File: config.mk
export PLATFORM = sky130hd
export DESIGN_NAME = acm_ctrl
export DESIGN_NICKNAME = d
export VERILOG_FILES = /design/src/acm_pkg.sv /design/src/acm_sync.sv /design/src/acm_ctrl.sv
export VERILOG_INCLUDE_DIRS = /design/src /design/src/src
export SDC_FILE = /design/constraint.sdc
export NUM_CORES = 1
export LEC_CHECK = 0
export ABC_AREA = 1
export BUFFER_PORTS_ARGS = -buffer_cell sky130_fd_sc_hd__buf_2
export CAP_MARGIN = 40
export CORE_MARGIN = 1.5
export CORE_UTILIZATION = 29
export CTS_BUF_LIST = sky130_fd_sc_hd__clkbuf_8
export DETAILED_ROUTE_END_ITERATION = 8
export PLACE_DENSITY = 0.7
export SLEW_MARGIN = 15
export SYNTH_ARGS = -nofsm -noshare
export SYNTH_HDL_FRONTEND = slang
export SYNTH_HIERARCHICAL = 1
export SYNTH_SLANG_ARGS = --single-unit
File: constraint.sdc
create_clock -name clk -period 1.55 [get_ports clk]
set_input_delay 0.31 -clock clk [delete_from_list [all_inputs] [get_ports clk]]
set_output_delay 0.31 -clock clk [all_outputs]
set_load 0.02 [all_outputs]
File: src/acm_map.svh
/*
 * Register map, field positions, reset values and bus constants of the
 * comparator event control block.
 * Assumes a 32-bit classic Wishbone slave port with byte addressing.
 */
// Operation
// - Raw result high when positive input exceeds negative
// - Result bit synchronised, lags one to two cycles
// - Disable bit seven powers comparator off
// - Bandgap bit six picks reference over pin
// - Chosen transition sets event flag bit four
// - Entering interrupt vector clears event flag
// - Writing one clears flag, zero keeps it
// - Request needs flag, enable bit three, global enable
// - Mode 00 toggle, 01 reserved, 10 fall, 11 rise
// - Capture route bit two feeds timer capture
// - Route bit zero isolates comparator from capture
`ifndef ACM_MAP_SVH
`define ACM_MAP_SVH

//==========================================================
// Register offsets (byte addresses on the bus)
`define ACM_OFS_CSR       6'h00
`define ACM_OFS_ISR       6'h04
`define ACM_OFS_IMR       6'h08
`define ACM_ADDR_W        6

//==========================================================
// Control/status register field positions
`define ACM_BIT_OFF       7
`define ACM_BIT_BG        6
`define ACM_BIT_RES       5
`define ACM_BIT_FLAG      4
`define ACM_BIT_IEN       3
`define ACM_BIT_ROUTE     2
`define ACM_BIT_MODE_HI   1
`define ACM_BIT_MODE_LO   0

//==========================================================
// Interrupt status / mask register field positions
`define ACM_IRQ_EVENT     0
`define ACM_IRQ_CHANGE    1
`define ACM_IRQ_W         2

//==========================================================
// Reset values
`define ACM_CSR_RESET     8'h00
`define ACM_IRQ_RESET     2'h0
`define ACM_DATA_ZERO     32'h00000000
`define ACM_PAD_ZERO      24'h000000
`define ACM_PAD_IRQ       30'h00000000

`endif

File: src/acm_pkg.sv
/*
 * Types of the comparator event control block: event modes and the
 * packed bus carriers.
 * Assumes acm_map.svh supplies the numeric constants.
 */
package acm_pkg;

	//==========================================================
	// Event mode field encoding
	typedef enum logic [1:0] {
		ACM_MODE_TOGGLE = 2'h0,
		ACM_MODE_RSVD   = 2'h1,
		ACM_MODE_FALL   = 2'h2,
		ACM_MODE_RISE   = 2'h3
	} acm_mode_t;

	//==========================================================
	// Classic Wishbone request from the master
	typedef struct packed {
		logic        cyc;
		logic        stb;
		logic        we;
		logic [3:0]  sel;
		logic [5:0]  adr;
		logic [31:0] dat;
	} acm_wb_req_t;

	// Classic Wishbone answer to the master
	typedef struct packed {
		logic        ack;
		logic [31:0] dat;
	} acm_wb_rsp_t;

	// Analog side controls driven by the block
	typedef struct packed {
		logic off;
		logic bg_sel;
	} acm_ana_t;

endpackage

File: src/acm_sync.sv
/*
 * Two flip-flop level synchroniser for the raw comparator output.
 * Assumes the input is asynchronous to clk.
 */
`timescale 1ns/1ps
`default_nettype none

module acm_sync (
	// Clock and reset
	input  wire logic clk,
	input  wire logic reset,
	// Level in and out
	input  wire logic d,
	output var  logic q
);

	logic meta_reg;

	//==========================================================
	// Only the second stage reads the first; nothing else may
	always_ff @(posedge clk or posedge reset) begin
		if (reset) begin
			meta_reg <= 1'b0;
			q        <= 1'b0;
		end else begin
			meta_reg <= d;
			q        <= meta_reg;
		end
	end

endmodule

`default_nettype wire

File: src/acm_ctrl.sv
/*
 * Comparator event control: control/status register, result
 * synchroniser, edge detection, event flag, interrupt request and
 * routing of the result to the timer capture front end, with a
 * classic Wishbone register port and a masked interrupt output.
 * Assumes the analog comparator, the timer capture logic and the
 * processor's vector logic all sit outside; all but the raw result
 * run on clk.
 */
`timescale 1ns/1ps
`default_nettype none

`include "acm_map.svh"

module acm_ctrl (
	// Clock and reset
	input  wire logic                 clk,
	input  wire logic                 reset,
	// Wishbone slave port
	input  wire acm_pkg::acm_wb_req_t wb_req,
	output var  acm_pkg::acm_wb_rsp_t wb_rsp,
	// Analog comparator
	input  wire logic                 cmp_raw,
	output var  acm_pkg::acm_ana_t    ana_ctl,
	// Processor interrupt handshake
	input  wire logic                 global_irq_en,
	input  wire logic                 irq_vec_taken,
	output var  logic                 cmp_irq_req,
	// Timer capture front end
	output var  logic                 capture_in,
	// Masked status interrupt
	output var  logic                 irq
);

	import acm_pkg::*;

	//==========================================================
	// State of the block
	typedef struct packed {
		logic                  off;
		logic                  bg_sel;
		logic                  flag;
		logic                  ien;
		logic                  route;
		acm_mode_t             mode;
		logic                  prev;
		logic                  cap;
		logic                  req;
		logic [`ACM_IRQ_W-1:0] isr;
		logic [`ACM_IRQ_W-1:0] imr;
		logic                  irq;
		logic                  ack;
		logic [31:0]           rdat;
	} acm_state_t;

	acm_state_t st_reg;
	acm_state_t st_next;
	logic       res_sync;

	//==========================================================
	// Functions

	// True when the sample pair shows the edge the mode asks for
	function automatic logic edge_hit(input acm_mode_t m,
	                                  input logic      p,
	                                  input logic      c);
		logic hit;
		hit = 1'b0;
		case (m)
			ACM_MODE_TOGGLE: hit = p ^ c;
			ACM_MODE_FALL:   hit = p & ~c;
			ACM_MODE_RISE:   hit = ~p & c;
			ACM_MODE_RSVD:   hit = 1'b0;
			default:         hit = 1'b0;
		endcase
		return hit;
	endfunction

	// True when the address selects the given register offset
	function automatic logic adr_is(input logic [5:0] a,
	                                input logic [5:0] ofs);
		return a == ofs;
	endfunction

	//==========================================================
	// Result synchroniser; the raw input is high while the
	// positive input exceeds the negative one
	acm_sync u_sync (
		.clk   (clk),
		.reset (reset),
		.d     (cmp_raw),
		.q     (res_sync)
	);

	//==========================================================
	// Next state
	always_comb begin
		logic       access;
		logic       wr_ok;
		logic       wr_csr;
		logic       wr_imr;
		logic       rd_isr;
		logic       hit;
		logic       chg;
		logic [7:0] csr_view;
		logic [7:0] wbyte;

		st_next  = st_reg;
		access   = wb_req.cyc & wb_req.stb & ~st_reg.ack;
		// Writes land at the edge where the master samples ack,
		// so a master that aborts before ack changes nothing
		wr_ok    = wb_req.cyc & wb_req.stb & wb_req.we & st_reg.ack;
		wr_csr   = wr_ok & wb_req.sel[0] &
		           adr_is(wb_req.adr, `ACM_OFS_CSR);
		wr_imr   = wr_ok & wb_req.sel[0] &
		           adr_is(wb_req.adr, `ACM_OFS_IMR);
		rd_isr   = access & ~wb_req.we &
		           adr_is(wb_req.adr, `ACM_OFS_ISR);
		wbyte    = wb_req.dat[7:0];

		// Edge seen between the previous and current sample
		hit      = edge_hit(st_reg.mode, st_reg.prev, res_sync);
		chg      = st_reg.prev ^ res_sync;

		// Register image as software reads it
		csr_view = {st_reg.off, st_reg.bg_sel, res_sync,
		            st_reg.flag, st_reg.ien, st_reg.route,
		            st_reg.mode};

		// Sample history for edge detection
		st_next.prev = res_sync;

		// Control bits; software may flip the disable bit at will
		if (wr_csr) begin
			st_next.off    = wbyte[`ACM_BIT_OFF];
			st_next.bg_sel = wbyte[`ACM_BIT_BG];
			st_next.ien    = wbyte[`ACM_BIT_IEN];
			st_next.route  = wbyte[`ACM_BIT_ROUTE];
			st_next.mode   = acm_mode_t'({wbyte[`ACM_BIT_MODE_HI],
			                              wbyte[`ACM_BIT_MODE_LO]});
		end

		// Event flag: clears first, a new event wins over them
		if (wr_csr && wbyte[`ACM_BIT_FLAG]) begin
			st_next.flag = 1'b0;
		end
		if (irq_vec_taken) begin
			st_next.flag = 1'b0;
		end
		if (hit) begin
			st_next.flag = 1'b1;
		end

		// Request to the processor needs all three conditions
		st_next.req = st_next.flag & st_next.ien & global_irq_en;

		// Capture path is forced low unless routed
		st_next.cap = st_reg.route ? res_sync : 1'b0;

		// Sticky status: read clears, a same-cycle event survives
		if (rd_isr) begin
			st_next.isr = `ACM_IRQ_RESET;
		end
		if (hit) begin
			st_next.isr[`ACM_IRQ_EVENT] = 1'b1;
		end
		if (chg) begin
			st_next.isr[`ACM_IRQ_CHANGE] = 1'b1;
		end
		if (wr_imr) begin
			st_next.imr = wbyte[`ACM_IRQ_W-1:0];
		end
		st_next.irq = |(st_next.isr & st_next.imr);

		// Bus answer: one ack per request, dropped the next cycle
		st_next.ack = access;
		if (access && !wb_req.we) begin
			if (adr_is(wb_req.adr, `ACM_OFS_CSR)) begin
				st_next.rdat = {`ACM_PAD_ZERO, csr_view};
			end else if (adr_is(wb_req.adr, `ACM_OFS_ISR)) begin
				st_next.rdat = {`ACM_PAD_IRQ, st_reg.isr};
			end else if (adr_is(wb_req.adr, `ACM_OFS_IMR)) begin
				st_next.rdat = {`ACM_PAD_IRQ, st_reg.imr};
			end else begin
				st_next.rdat = `ACM_DATA_ZERO;
			end
		end else begin
			st_next.rdat = `ACM_DATA_ZERO;
		end
	end

	//==========================================================
	// State register
	always_ff @(posedge clk or posedge reset) begin
		if (reset) begin
			st_reg.off    <= 1'b0;
			st_reg.bg_sel <= 1'b0;
			st_reg.flag   <= 1'b0;
			st_reg.ien    <= 1'b0;
			st_reg.route  <= 1'b0;
			st_reg.mode   <= ACM_MODE_TOGGLE;
			st_reg.prev   <= 1'b0;
			st_reg.cap    <= 1'b0;
			st_reg.req    <= 1'b0;
			st_reg.isr    <= `ACM_IRQ_RESET;
			st_reg.imr    <= `ACM_IRQ_RESET;
			st_reg.irq    <= 1'b0;
			st_reg.ack    <= 1'b0;
			st_reg.rdat   <= `ACM_DATA_ZERO;
		end else begin
			st_reg <= st_next;
		end
	end

	//==========================================================
	// Outputs, all straight from the state register
	assign wb_rsp.ack     = st_reg.ack;
	assign wb_rsp.dat     = st_reg.rdat;
	assign ana_ctl.off    = st_reg.off;
	assign ana_ctl.bg_sel = st_reg.bg_sel;
	assign cmp_irq_req    = st_reg.req;
	assign capture_in     = st_reg.cap;
	assign irq            = st_reg.irq;

endmodule

`default_nettype wire

Word-level counts from Yosys, hierarchy flattened
Index checks and enable logic that the tools add are counted.

Flip-flop bits (word level): 50. Bits of input ports: 50. Word-level logic and storage cells: 60. Output and inout bits: 38.

Bitwise operators: 19. Reductions and logical operators: 6. Equal/unequal tests: 5. Multiplexer cells: 14.

Operators with widths (number): 32-bit two-way mux (1); 1-bit bitwise AND (13); 2-bit two-way mux (4); 8-bit two-way mux (1); 6-bit by 3-bit == test with 1-bit output, second input constant (1); 6-bit by 4-bit == test with 1-bit output, second input constant (1); 6-bit zero test (1); 1-bit two-way mux (6); 2-bit == test, second input constant (2); 4-bit two-way mux (1); 1-bit NOT (4); 1-bit one-hot mux with 4 select lines (1); 2-bit bitwise AND (1); 2-bit by 1-bit == test with 1-bit output, second input constant (1); 1-bit logical AND (2); 2-bit zero test (1); 2-bit OR reduction (1); 1-bit zero test (1); 1-bit XOR (1).

Logic depth before layout (Yosys ltp)
Gate-level depths: netlist (run 1).

Depth in word-level cells: 11. Mapped depth: 8. Mapped depth without buffers: 8.

By module
The synthesis (run 1) kept the hierarchy.

Modules (own cells, without submodules): acm_ctrl (times used 1, cells an instance 157, sequential area each 600.6 sq um, area an instance 1355.0 sq um); acm_sync (times used 1, cells an instance 3, sequential area each 50.0 sq um, area an instance 53.8 sq um).

Least setup slack after synthesis (run 1)
Ideal clock, no wire load.

Path type: register to register. Start: register u_sync.q. End: register st_reg, in the netlist cmp_irq_req. Arrival: 0.994 ns. Data required time: 1.432 ns. Slack: 0.438 ns. Library setup time: 0.118 ns. Path buffers: 0. Clock period less this slack: 1.112 ns. Cell stages (with the launch flop): 7. Path through: dfrtp_1 > ha_1 > o21bai_1 > nand3_1 > inv_1 > a21oi_2 > nor2_1.

RTL lines: from (decl) (RTL line acm_sync.sv:14) `output var logic q`; from (signal assigned) (RTL line acm_sync.sv:27) `q <= meta_reg;`; to (signal assigned) (RTL line acm_ctrl.sv:211) `st_reg <= st_next;`; to (decl) (RTL line acm_ctrl.sv:56) `acm_state_t st_reg;`.

==> out/results.txt, run 1 <==
The flow ran to the end, and the final reports show no timing, DRC or antenna violations. The total iterations of the first detailed-routing run came out at 4. The clock reaches the later pin of the worst-skew pair after 0.27 ns. After the first detailed-routing iteration, the DRC count stood at 22. The run gives 6 as the count of yosys warnings during synthesis. The maximum fanout encountered on the critical timing path came out at 4. The kind of cell adding the most delay to the critical path was flip-flops.

The count of cells along the worst hold path works out to 1. Most common cell in the synthesized netlist: nand2_1. The tools report the final net count as 241.

The register with the most flip-flops in the layout has 10 of them. The multi-input logic area is 495 sq um. After clock tree synthesis, the clock-pin slew on the worst setup and hold paths is 0.08 ns. The endpoint of the worst hold path is u_sync/meta_reg$_DFF_PP0_. Total routed wirelength: 2310 um. The setup path with the least slack is of type reg -> reg.

The tree built by TritonCTS fans out to 26 sinks. In the routed layout, each cell is associated on average with a via count of 3.93. The number of different library cells used by synthesis comes to 23. The path category of the worst min-delay check is in -> reg. The run gives 88 as the top-level port count. The logs give 241 for the post-layout instance count excluding filler cells and 0 for the count of maximum capacitance violations. Setup repair after global routing left no endpoint under its margin. The CTS H-tree depth is 1, and the total of buffers placed on input and output ports is 35. The run gives 0 as the remaining design rule violation count.

The final count of negative-setup-slack endpoints came out at 0. The first global-routing pass estimated 3930 um of wire. Data on the critical path is required at its endpoint by 1.76 ns.

Of the available clock period, the critical path in the final layout requires 81.8%. The tools report the initial antenna violation count as 0. The cell area that synthesis handed to floorplanning was 1410 sq um. The filler cells instantiated in the layout total 494. The synthesized instance count came out at 160. At the end of routability-driven placement, the weighted congestion stood at 0.736. The synthesized design contains 26 register bits.

The total grt overflow is 0, and the area overhead of the layout relative to synthesis is 7.82%. For this run, the slowest stage of the critical path takes 0.42 ns. Summing the sequential cell areas from Yosys gives 46.2% of the chip area. Sorting the synthesized cells by how often they occur yields nand2_1 (37), buf_4 (35), dfrtp_1 (26). The tools report the aggregate negative setup slack as 0 ns. Counting stages on the worst path, the most repeated cell is nand2_1.

The tools report the total via count in the routed design as 948. For this run, the top clock speed supported by timing is 788 MHz. The die is 72.7 um tall.

The count of cells along the worst register-to-register path works out to 6. After synthesis, the mean cell area works out to 8.81 sq um. The buffer depth of the longest clock path was 2. The run gives 0 as the number of pins with negative max-slew slack in the final report. The worst register-to-register path ends at irq$_DFF_PP0_. The hold violation count in the final report is 0, and the wire length per cell after detailed routing is 9.57 um. The worst register-to-register path has a setup slack of 0.28 ns. The smallest clock period supported by the final layout is computed as 1.27 ns.

The number of nets still failing antenna checks after routing is 0, and the fraction of layout instances using a drive strength above 1 is 27.8%. The tools report the number of global-route vias before repair as 926. The tools report the type of destination of the critical path as a register. For the final database, setup skew stands at 0.00116 ns. For this run, asynchronously set or reset flops after synthesis account for 100%. The post-CTS resize count came out at 0.

The sequential cell area in the final layout is 651 sq um. The cell at the slowest stage of the critical path is dfrtp_1. Library cell with the largest summed area after synthesis: dfrtp_1. Detailed placement finished with a half-perimeter wire length of 1910 um. Kind of launch point of the worst setup path: a register.

For the total placed cells including tap cells, the log shows 237. The run gives 0.303 mV as the highest ir drop seen on vdd. For this run, the leading register cell type out of synthesis is dfrtp_1. The tools report the number of cell rows as 25. The count of buffering cells on the critical path with inverters included was 0; the post-route worst hold slack was 0.143 ns. The number of flops mapped to enable cells by yosys was 0; the pin count of the biggest net entering global routing was 14. The startpoint identified for the worst register-to-register timing path is u_sync/q$_DFF_PP0_.

Sorting the synthesized cells by area gives the leading types as dfrtp_1 (46%), buf_4 (19%), nand2_1 (9.9%). The cell area power density is 813 nW/um^2, and the clock buffer count from CTS is 3. The horizontal die dimension was 72.7 um; the leakage power was 0.842 nW. Placeable core region: 4690 sq um. The initial core utilization is 30.0%. The critical path goes through ha_1, o21bai_1, nand3_1, nand2_1, nand2_1, nand2_1. TritonCTS built the clock tree. The run gives 1.48 ns as the data arrival time at the worst-slack endpoint. In this run the most critical hold path is launched from cmp_raw.

The total inserted antenna cells was 0; the all-layer global routing usage was 9.47%. The die covers 5290 sq um. The tree is rooted in a clkbuf_8.

The area fraction of the dominant cell type after synthesis works out to 46.2%.
through the flow:
| step | area [sq um] | power [mW] | utilization [%] | setup slack, ns |
|---|---|---|---|---|
| 2_1_floorplan | 1500 | 0.867 | - | 0.438 |
| 3_3_place_gp | 1470 | 0.867 | 31.3 | 0.203 |
| 3_5_place_dp | 1470 | 0.870 | 31.3 | 0.196 |
| 4_1_cts | 1520 | 1.24 | 32.4 | 0.276 |
| 5_1_grt | 1520 | 1.29 | 32.4 | 0.158 |
| 6_report | 1520 | 1.23 | 32.4 | 0.282 |
cell type report:
type | count | share of cell area [%]
multi-input combinational | 103 | 32.6
inverter | 17 | 4.20
sequential | 26 | 42.8
clock buffer | 3 | 2.72
tap | 54 | 4.45
timing repair buffer | 38 | 13.2
worst reg2reg max path, delay by kind of cell, from the launching register on:
family,cells,cell delay [ns]
and+or+nand+nor,4,0.35
adders and majority gates,1,0.32
DFF,1,0.42
AOI/OAI and AO/OA,1,0.13
layer usage:
| layer | routed length [um] | global-route usage [%] |
|---|---|---|
| met1 | 939 | 10.4 |
| met2 | 1190 | 16.5 |
| met3 | 137 | 2.21 |
| met4 | 45 | 5.66 |
| met5 | 0 | 0 |
cell families after synthesis:
logic type               after synthesis  synth area share (%)
AO/OA/AOI/OAI                          6                  2.66
adder cells (fa/ha/maj)                2                  1.78
buffers and inverters                 54                  24.8
flip-flops                            26                  46.2
other                                  1                 0.266
AND/OR/NAND/NOR                       71                  24.3
worst max path at each step:
stage                                    start  cells past startpoint                    end
final                       u_sync/q$_DFF_PP0_                      6          irq$_DFF_PP0_
after global routing      wb_rsp[32]$_DFF_PP0_                      6  cmp_irq_req$_DFF_PP0_
after CTS                   u_sync/q$_DFF_PP0_                      6          irq$_DFF_PP0_
after detailed placement            wb_req[35]                      7    wb_rsp[0]$_DFF_PP0_
after global placement              wb_req[35]                      7    wb_rsp[0]$_DFF_PP0_
after floorplan             u_sync/q$_DFF_PP0_                      6  cmp_irq_req$_DFF_PP0_
what timing repair did:
action / in CTS / in global routing
hold endpoints to repair: 2 / 0
setup buffers: 0 / 0
hold buffers: 1 / 0
where the power goes:
group	internal, mW	switching (mW)	leakage, nW
Sequential	0.690	0.00726	0.335
Combinational	0.0428	0.117	0.486
Clock	0.174	0.203	0.0216
Total	0.908	0.327	0.842
cells in the final DEF (no fill, tap or decap), drive strengths merged:
cell type    count
o21ai            1
dlygate4sd3      1
nand2           40
clkbuf           3
nor3             4
nor2            13
buf             37
o21bai           1
inv             17
nand3b           1
a21oi            3
a31oi            1
ha               2
and2             1
dfrtp           26
nand3           12
conb            24
(Power assumes the default switching activity.)
==> run 2, diff against run 1 <==
Settings changed: PLACE_DENSITY 0.7 to 0.72.
Clock period 1.55 ns to 1.11 ns, I/O delays scaled along.
==> out/results.txt, run 2 (synthesis gave the netlist of run 1 again) <==
The flow ran to the end, but the final reports show violations. The checks that failed: negative setup slack. The buffer depth of the longest clock path came out at 2 (unchanged).

The initial core utilization is 30.0% (unchanged). The CTS sink count is 26 (unchanged). The clock-pin slew on the worst setup and hold paths was 0.08 ns (about the same). The cell at the root of the clock tree was clkbuf_8.

The run gives 55.5% (-1.0 points) as the sequential share of power. Vias per cell: 3.97 (+0.98%). The path category of the worst min-delay check is in -> reg. The highest ir drop seen on vdd is 0.517 mV (+71%). The top-level port count is 88 (unchanged).

The placeable core region was 4690 sq um (unchanged). The tools report the part of the total power dissipated in combinational logic as 14.8% (+1.9 points). Delay of the slowest critical-path stage: 0.44 ns (+0.02 ns).

Setup repair after global routing could not meet its margin everywhere. The placer's final routability congestion estimate is 0.727 (-1.2%), and the total grt overflow is 0 (unchanged). The fraction of layout instances using a drive strength above 1 works out to 42.9% (+15 points). The post-route worst hold slack is 0.0521 ns (-0.0910 ns), and the first-iteration detailed-routing DRC count is 41 (+86%). Cell area power density: 1030 nW/um^2 (+27%).

On the critical path, the stage with the largest delay is an instance of dfrtp_1. Internal power component: 1.29 mW (+42%). Multi-input logic area: 601 sq um (+21%). The critical path goes through ha_4, o21bai_1, nand3_2, inv_1, a21oi_2, inv_1.

The hold violation count in the final report was 0 (unchanged); the worst slack at placement was -0.120 ns (-0.316 ns). The library cells used most frequently in the layout, excluding fill and tap cells, are buf_2 (34), nand2_1 (30), dfrtp_1 (25). The tools report the initial antenna violation count as 0 (unchanged).

The all-layer global routing usage is 9.45% (-0.013 points). The total of buffers placed on input and output ports works out to 35 (unchanged). STA classifies the critical path endpoint as a register. The maximum fanout encountered on the critical timing path is 3 (-1). The cell with the most instances on the worst path is inv_1. The number of global-route vias before repair was 865 (-6.6%).

Broken down by cell family, the worst path's largest delay share belongs to flip-flops. STA classifies the critical path startpoint as a register. The final net count came out at 252 (+4.6%). The total inserted antenna cells is 0 (unchanged). The final count of negative-setup-slack endpoints was 11 (+11).

The logs give 490 (-0.81%) for the number of filler instances in the final layout and 4 (unchanged) for the total iterations of the first detailed-routing run. The tools report the count of maximum capacitance violations as 0 (unchanged). The worst setup path is of the reg -> reg kind. The worst clock skew was 0.00154 ns (+0.000381 ns); the required arrival time at the worst endpoint was 1.27 ns (-0.49 ns). The tools report the sequential cell area in the final layout as 652 sq um (+0.19%).

The run gives -0.121 ns (-0.403 ns) as the minimum setup slack in the final design. The cell area after layout is 1710 sq um (+13%), and the net switching power figure is 473 uW (+45%). The tools report the CTS H-tree depth as 1 (unchanged). The switching part of the total power is 26.8% (+0.32 points), and the die outline height is 72.7 um (unchanged).

Leaving out fill and tap cells, the most frequent cell in the layout is buf_2. For the pin count of the biggest net entering global routing, the log shows 16 (+2). The post-layout instance count excluding filler cells is 252 (+4.6%), and the number of nets still failing antenna checks after routing is 0 (unchanged). TritonCTS built the clock tree. The wire length per cell after detailed routing is 10.1 um (+5.8%), and the shortest period the worst path allows is 1.23 ns (-0.0371 ns). The number of flip-flops under the largest register name is 10 (unchanged). The tools report the total half-perimeter wirelength after legalization and detailed placement as 1850 um (-2.8%). The count of buffering cells on the critical path with inverters included came out at 2 (+2).

For the total via count in the routed design, the log shows 1001 (+5.6%). The clock buffer count from CTS was 3 (unchanged). The tools report the remaining design rule violation count as 0 (unchanged). The logs give 29.7% (-0.9 points) for the part of the power in the clock network and 0.917 nW (+8.9%) for the leakage power. The total chip power was 1.76 mW (+43%). The insertion delay to the later sink of the worst-skew pair is 0.27 ns (about the same), and the wire length of the first global-routing pass is 3770 um (-4.0%). The number of cell rows is 25 (unchanged).

The final cycle utilization of the critical path works out to 111% (+29 points). The horizontal die dimension is 72.7 um (unchanged), and the total routed wirelength is 2550 um (+11%). The tools report the number of pins with negative max-slew slack in the final report as 0 (unchanged). Placed standard-cell area: 1520 sq um (+3.6%).

The area of the die was 5290 sq um (unchanged). The top achievable clock speed was 812 MHz (+3.0%). The total placed cells including tap cells came out at 244 (+3.0%). From synthesis to final layout, the design area changed by 21.7%. The run gives 1.40 ns (-0.08 ns) as the data arrival time at the worst-slack endpoint.
## run 2: cell count changes in the layout (fill, tap and decap cells not counted), sizes merged
| cell | delta |
|---|---|
| buf | +10 |
| nor2 | +1 |
## run 2: path summary, 6_finish.rpt
path / to / depth (start not counted) / slack [ns] / start
max: st_reg[45]$_DFF_PP0_ / 6 / -0.12 / u_sync/q$_DFF_PP0_
min: u_sync/meta_reg$_DFF_PP0_ / 1 / 0.05 / cmp_raw
max reg2reg: st_reg[45]$_DFF_PP0_ / 6 / -0.12 / u_sync/q$_DFF_PP0_
min reg2reg: u_sync/q$_DFF_PP0_ / 0 / 0.37 / u_sync/meta_reg$_DFF_PP0_
max in group asynchronous: st_reg[34]$_DFF_PP0_ / 4 / 0.41 / reset
min in group asynchronous: u_sync/q$_DFF_PP0_ / 3 / 0.36 / reset
## run 2: per-stage QoR
| stage | TNS, ns | utilization, % |
|---|---|---|
| 3_3_place_gp | -0.639 | 32.4 |
| 5_1_grt | -1.50 | 36.5 |
| 2_1_floorplan | -0.00181 | - |
| 3_5_place_dp | -0.717 | 32.4 |
| 6_report | -0.519 | 36.5 |
| 4_1_cts | -1.21 | 34.0 |
## run 2: repair_timing
action | CTS | global route
hold buffers | 1 | 0
buffers inserted | 1 | 2
endpoints found under the setup margin | 19 | 22
gates resized for setup | 2 | 30
cloned | 1 | 0
pin swaps | 2 | 13
hold endpoints to repair | 26 | 0
## run 2: area by class of cell
class	instances	area share, %
Clock buffer	3	2.41
Inverter	17	3.72
Multi-Input combinational cell	104	35.0
Sequential cell	26	38.0
Tap cell	54	3.94
Timing Repair Buffer	48	16.9
## run 2: metal layers
layer | GRT usage [%] | vias up | wire (um)
li1 | - | 509 | -
met1 | 10.8 | 461 | 1000
met2 | 15.9 | 27 | 1350
met3 | 1.93 | 4 | 134
met4 | 6.29 | 0 | 71
met5 | 0 | - | 0
## run 2: power groups by stage
| stage | Combinational [mW] | Sequential [mW] | Clock (mW) |
|---|---|---|---|
| floorplan | 0.214 | 0.996 | 0 |
| global placement | 0.228 | 0.993 | 0 |
| detailed placement | 0.231 | 0.994 | 0 |
| CTS | 0.240 | 0.974 | 0.529 |
| global route | 0.288 | 0.981 | 0.567 |
| finish | 0.260 | 0.978 | 0.524 |
## run 2: worst reg2reg max path: cells and delay by family, from the launching register on
kind	cells	cell delay [ns]
AO/OA/AOI/OAI	2	0.19
adder cells (fa/ha/maj)	1	0.29
buffers and inverters	2	0.11
flip-flops	1	0.44
AND/OR/NAND/NOR	1	0.09
==> run 3, diff against run 2 <==
Settings changed: CTS_CLUSTER_DIAMETER set to 120, REMOVE_ABC_BUFFERS set to 1.
==> out/results.txt, run 3 (synthesis gave the netlist of run 1 again) <==
The number of cell rows was 25 (unchanged); the flop-to-flop setup slack was -0.14 ns (-0.02 ns). The worst slack at placement is -0.165 ns (-0.0450 ns), and the initial antenna violation count is 0 (unchanged). The tools report the leakage power as 0.973 nW (+6.2%).

Kind of launch point of the worst setup path: a register. The tools report the wire length of the first global-routing pass as 3920 um (+3.8%). The library cells used most frequently in the layout, excluding fill and tap cells, are buf_2 (34), nand2_1 (33), conb_1 (24), dfrtp_1 (24), inv_1 (13). The CTS H-tree depth was 1 (unchanged); the placer's final routability congestion estimate was 0.744 (+2.3%). The tools report the top achievable clock speed as 801 MHz (-1.4%). The insertion delay to the later sink of the worst-skew pair is 0.26 ns (about the same), and the worst clock skew is 0.00247 ns (+0.000924 ns). Final net count: 258 (+2.4%). The logs give 1056 (+5.5%) for the total via count in the routed design and 30.0% (unchanged) for the initial core utilization. The tools report the total iterations of the first detailed-routing run as 4 (unchanged). Clock-pin slew on the worst setup and hold paths: 0.09 ns (about the same). The type of destination of the critical path is a register. For the top-level port count, the log shows 88 (unchanged). The total of buffers placed on input and output ports works out to 35 (unchanged). The shortest period the worst path allows is 1.25 ns (+0.0173 ns). The remaining design rule violation count was 0 (unchanged); the wire length per cell after detailed routing was 11.1 um (+9.2%).

The CTS sink count was 26 (unchanged). In this run the worst hold path is classified as in -> reg. The final core area utilization was 40.1% (+3.5 points); the maximum fanout encountered on the critical timing path was 6 (+3). The first-iteration detailed-routing DRC count was 58 (+41%); the delay of the slowest critical-path stage was 0.43 ns (about the same). The final cycle utilization of the critical path was 112% (+1.6 points).

The required arrival time at the worst endpoint came out at 1.27 ns (about the same). For the number of pins with negative max-slew slack in the final report, the log shows 0 (unchanged). The total chip power is 1.80 mW (+2.0%), and the number of flip-flops under the largest register name is 10 (unchanged).

The area growth from synthesis to layout is 33.5%. For the total inserted antenna cells, the log shows 0 (unchanged). The total grt overflow is 0 (unchanged), and the all-layer global routing usage is 9.52% (+0.065 points).

TritonCTS built the clock tree. The minimum setup slack in the final design is -0.138 ns (-0.0173 ns). The run gives 0 (unchanged) as the hold violation count in the final report.

Count of maximum capacitance violations: 0 (unchanged). The logs give 2850 um (+12%) for the total routed wirelength and -1.05 ns (-0.533 ns) for the aggregate negative setup slack. The tools report the total half-perimeter wirelength after legalization and detailed placement as 1880 um (+1.6%). The vias per cell is 4.09 (+3.0%), and the area of the die is 5290 sq um (unchanged). The checks that failed: negative setup slack. CTS placed an instance of clkbuf_8 at the clock tree root.

The slowest stage of the critical path is the dfrtp_2 cell. The critical path in this run is classified as reg -> reg. The most numerous cell type found on the critical path is nand2_2. Horizontal die dimension: 72.7 um (unchanged). The run finished, with violations left. Buffer depth of the longest clock path: 2 (unchanged).

The startpoint identified for the worst hold timing path is cmp_raw. The most common cell after layout, fill and taps aside was buf_2. The data arrival time at the worst-slack endpoint is 1.41 ns (about the same), and the fraction of layout instances using a drive strength above 1 is 48.0% (+5.1 points). The startpoint of the worst register-to-register path was wb_rsp[32]$_DFF_PP0_.

The final count of negative-setup-slack endpoints was 13 (+2). The die outline height was 72.7 um (unchanged). The run gives 0 (unchanged) as the number of nets still failing antenna checks after routing. The logs give 3 (unchanged) for the clock buffer count from CTS and 0.475 mV (-8.2%) for the highest ir drop seen on vdd. For the number of global-route vias before repair, the log shows 900 (+4.0%). Setup repair after global routing could not meet its margin everywhere. For the placeable core region, the log shows 4690 sq um (unchanged).

Traced cell by cell, the critical path runs through nand3_2, nor2_4, buf_12, nand2_2, nand2_1, nand2_2, buf_4. Start point of the critical path: wb_rsp[32]$_DFF_PP0_. The pin count of the biggest net entering global routing is 25 (+9), and the cell area power density is 956 nW/um^2 (-7.1%).
==> run 3: cell count changes in the layout (fill, tap and decap cells not counted), moves of 2 or more <==
cell,change
nand3_1,-5
nand3_2,+4
buf_12,+3
nand2_1,+3
nor2_1,-3
nor2_2,+3
buf_4,+2
inv_2,-2
nand2_2,-2
==> run 3: power by group <==
part	internal (mW)	total, mW	switching, mW
logic	0.100	0.296	0.195
registers	0.965	0.977	0.0119
clock network	0.243	0.525	0.282
total	1.31	1.80	0.489
==> run 3: cell type report <==
class,instances,area [sq um]
flip-flops and latches,26,653
multi-input cells,103,659
inverters,17,68.8
clock buffers,3,41.3
repair buffers,55,390
well taps,54,67.6
fillers,490,2810
==> run 3: worst paths after layout <==
kind | endpoint | cells past startpoint
max | st_reg[35]$_DFF_PP0_ | 7
min | u_sync/meta_reg$_DFF_PP0_ | 1
max reg2reg | st_reg[35]$_DFF_PP0_ | 7
min reg2reg | u_sync/q$_DFF_PP0_ | 0
max in group asynchronous | wb_rsp[32]$_DFF_PP0_ | 4
min in group asynchronous | u_sync/meta_reg$_DFF_PP0_ | 3
==> run 3: routing by layer <==
| layer | vias up | track usage [%] | routed length [um] |
|---|---|---|---|
| met2 | 36 | 15.2 | 1500 |
| met3 | 2 | 1.80 | 159 |
| met1 | 497 | 12.7 | 1170 |
| met4 | 0 | 3.77 | 24 |
| li1 | 521 | - | - |
| met5 | - | 0 | 0 |
==> run 3: critical path: cells and delay by family (launching register included) <==
kind          cells  cell delay [ns]
buf+inv           2             0.27
flops             1             0.43
simple gates      5             0.46
==> run 3: repair_timing <==
action,in CTS,in global routing
endpoints found under the setup margin,12,19
pin swaps,3,24
hold buffers,1,0
resized for setup,11,36
setup buffers,1,9
hold endpoints to repair,2,0
==> run 3: through the flow <==
stage / hold WS (ns) / cell area, sq um / std cells
final: 0.0578 / 1880 / 258
after global placement: 0.0825 / 1530 / 244
after floorplan: -0.0368 / 1210 / 146
after CTS: 0.0565 / 1640 / 249
after global routing: 0.0446 / 1880 / 258
after detailed placement: 0.0882 / 1530 / 244
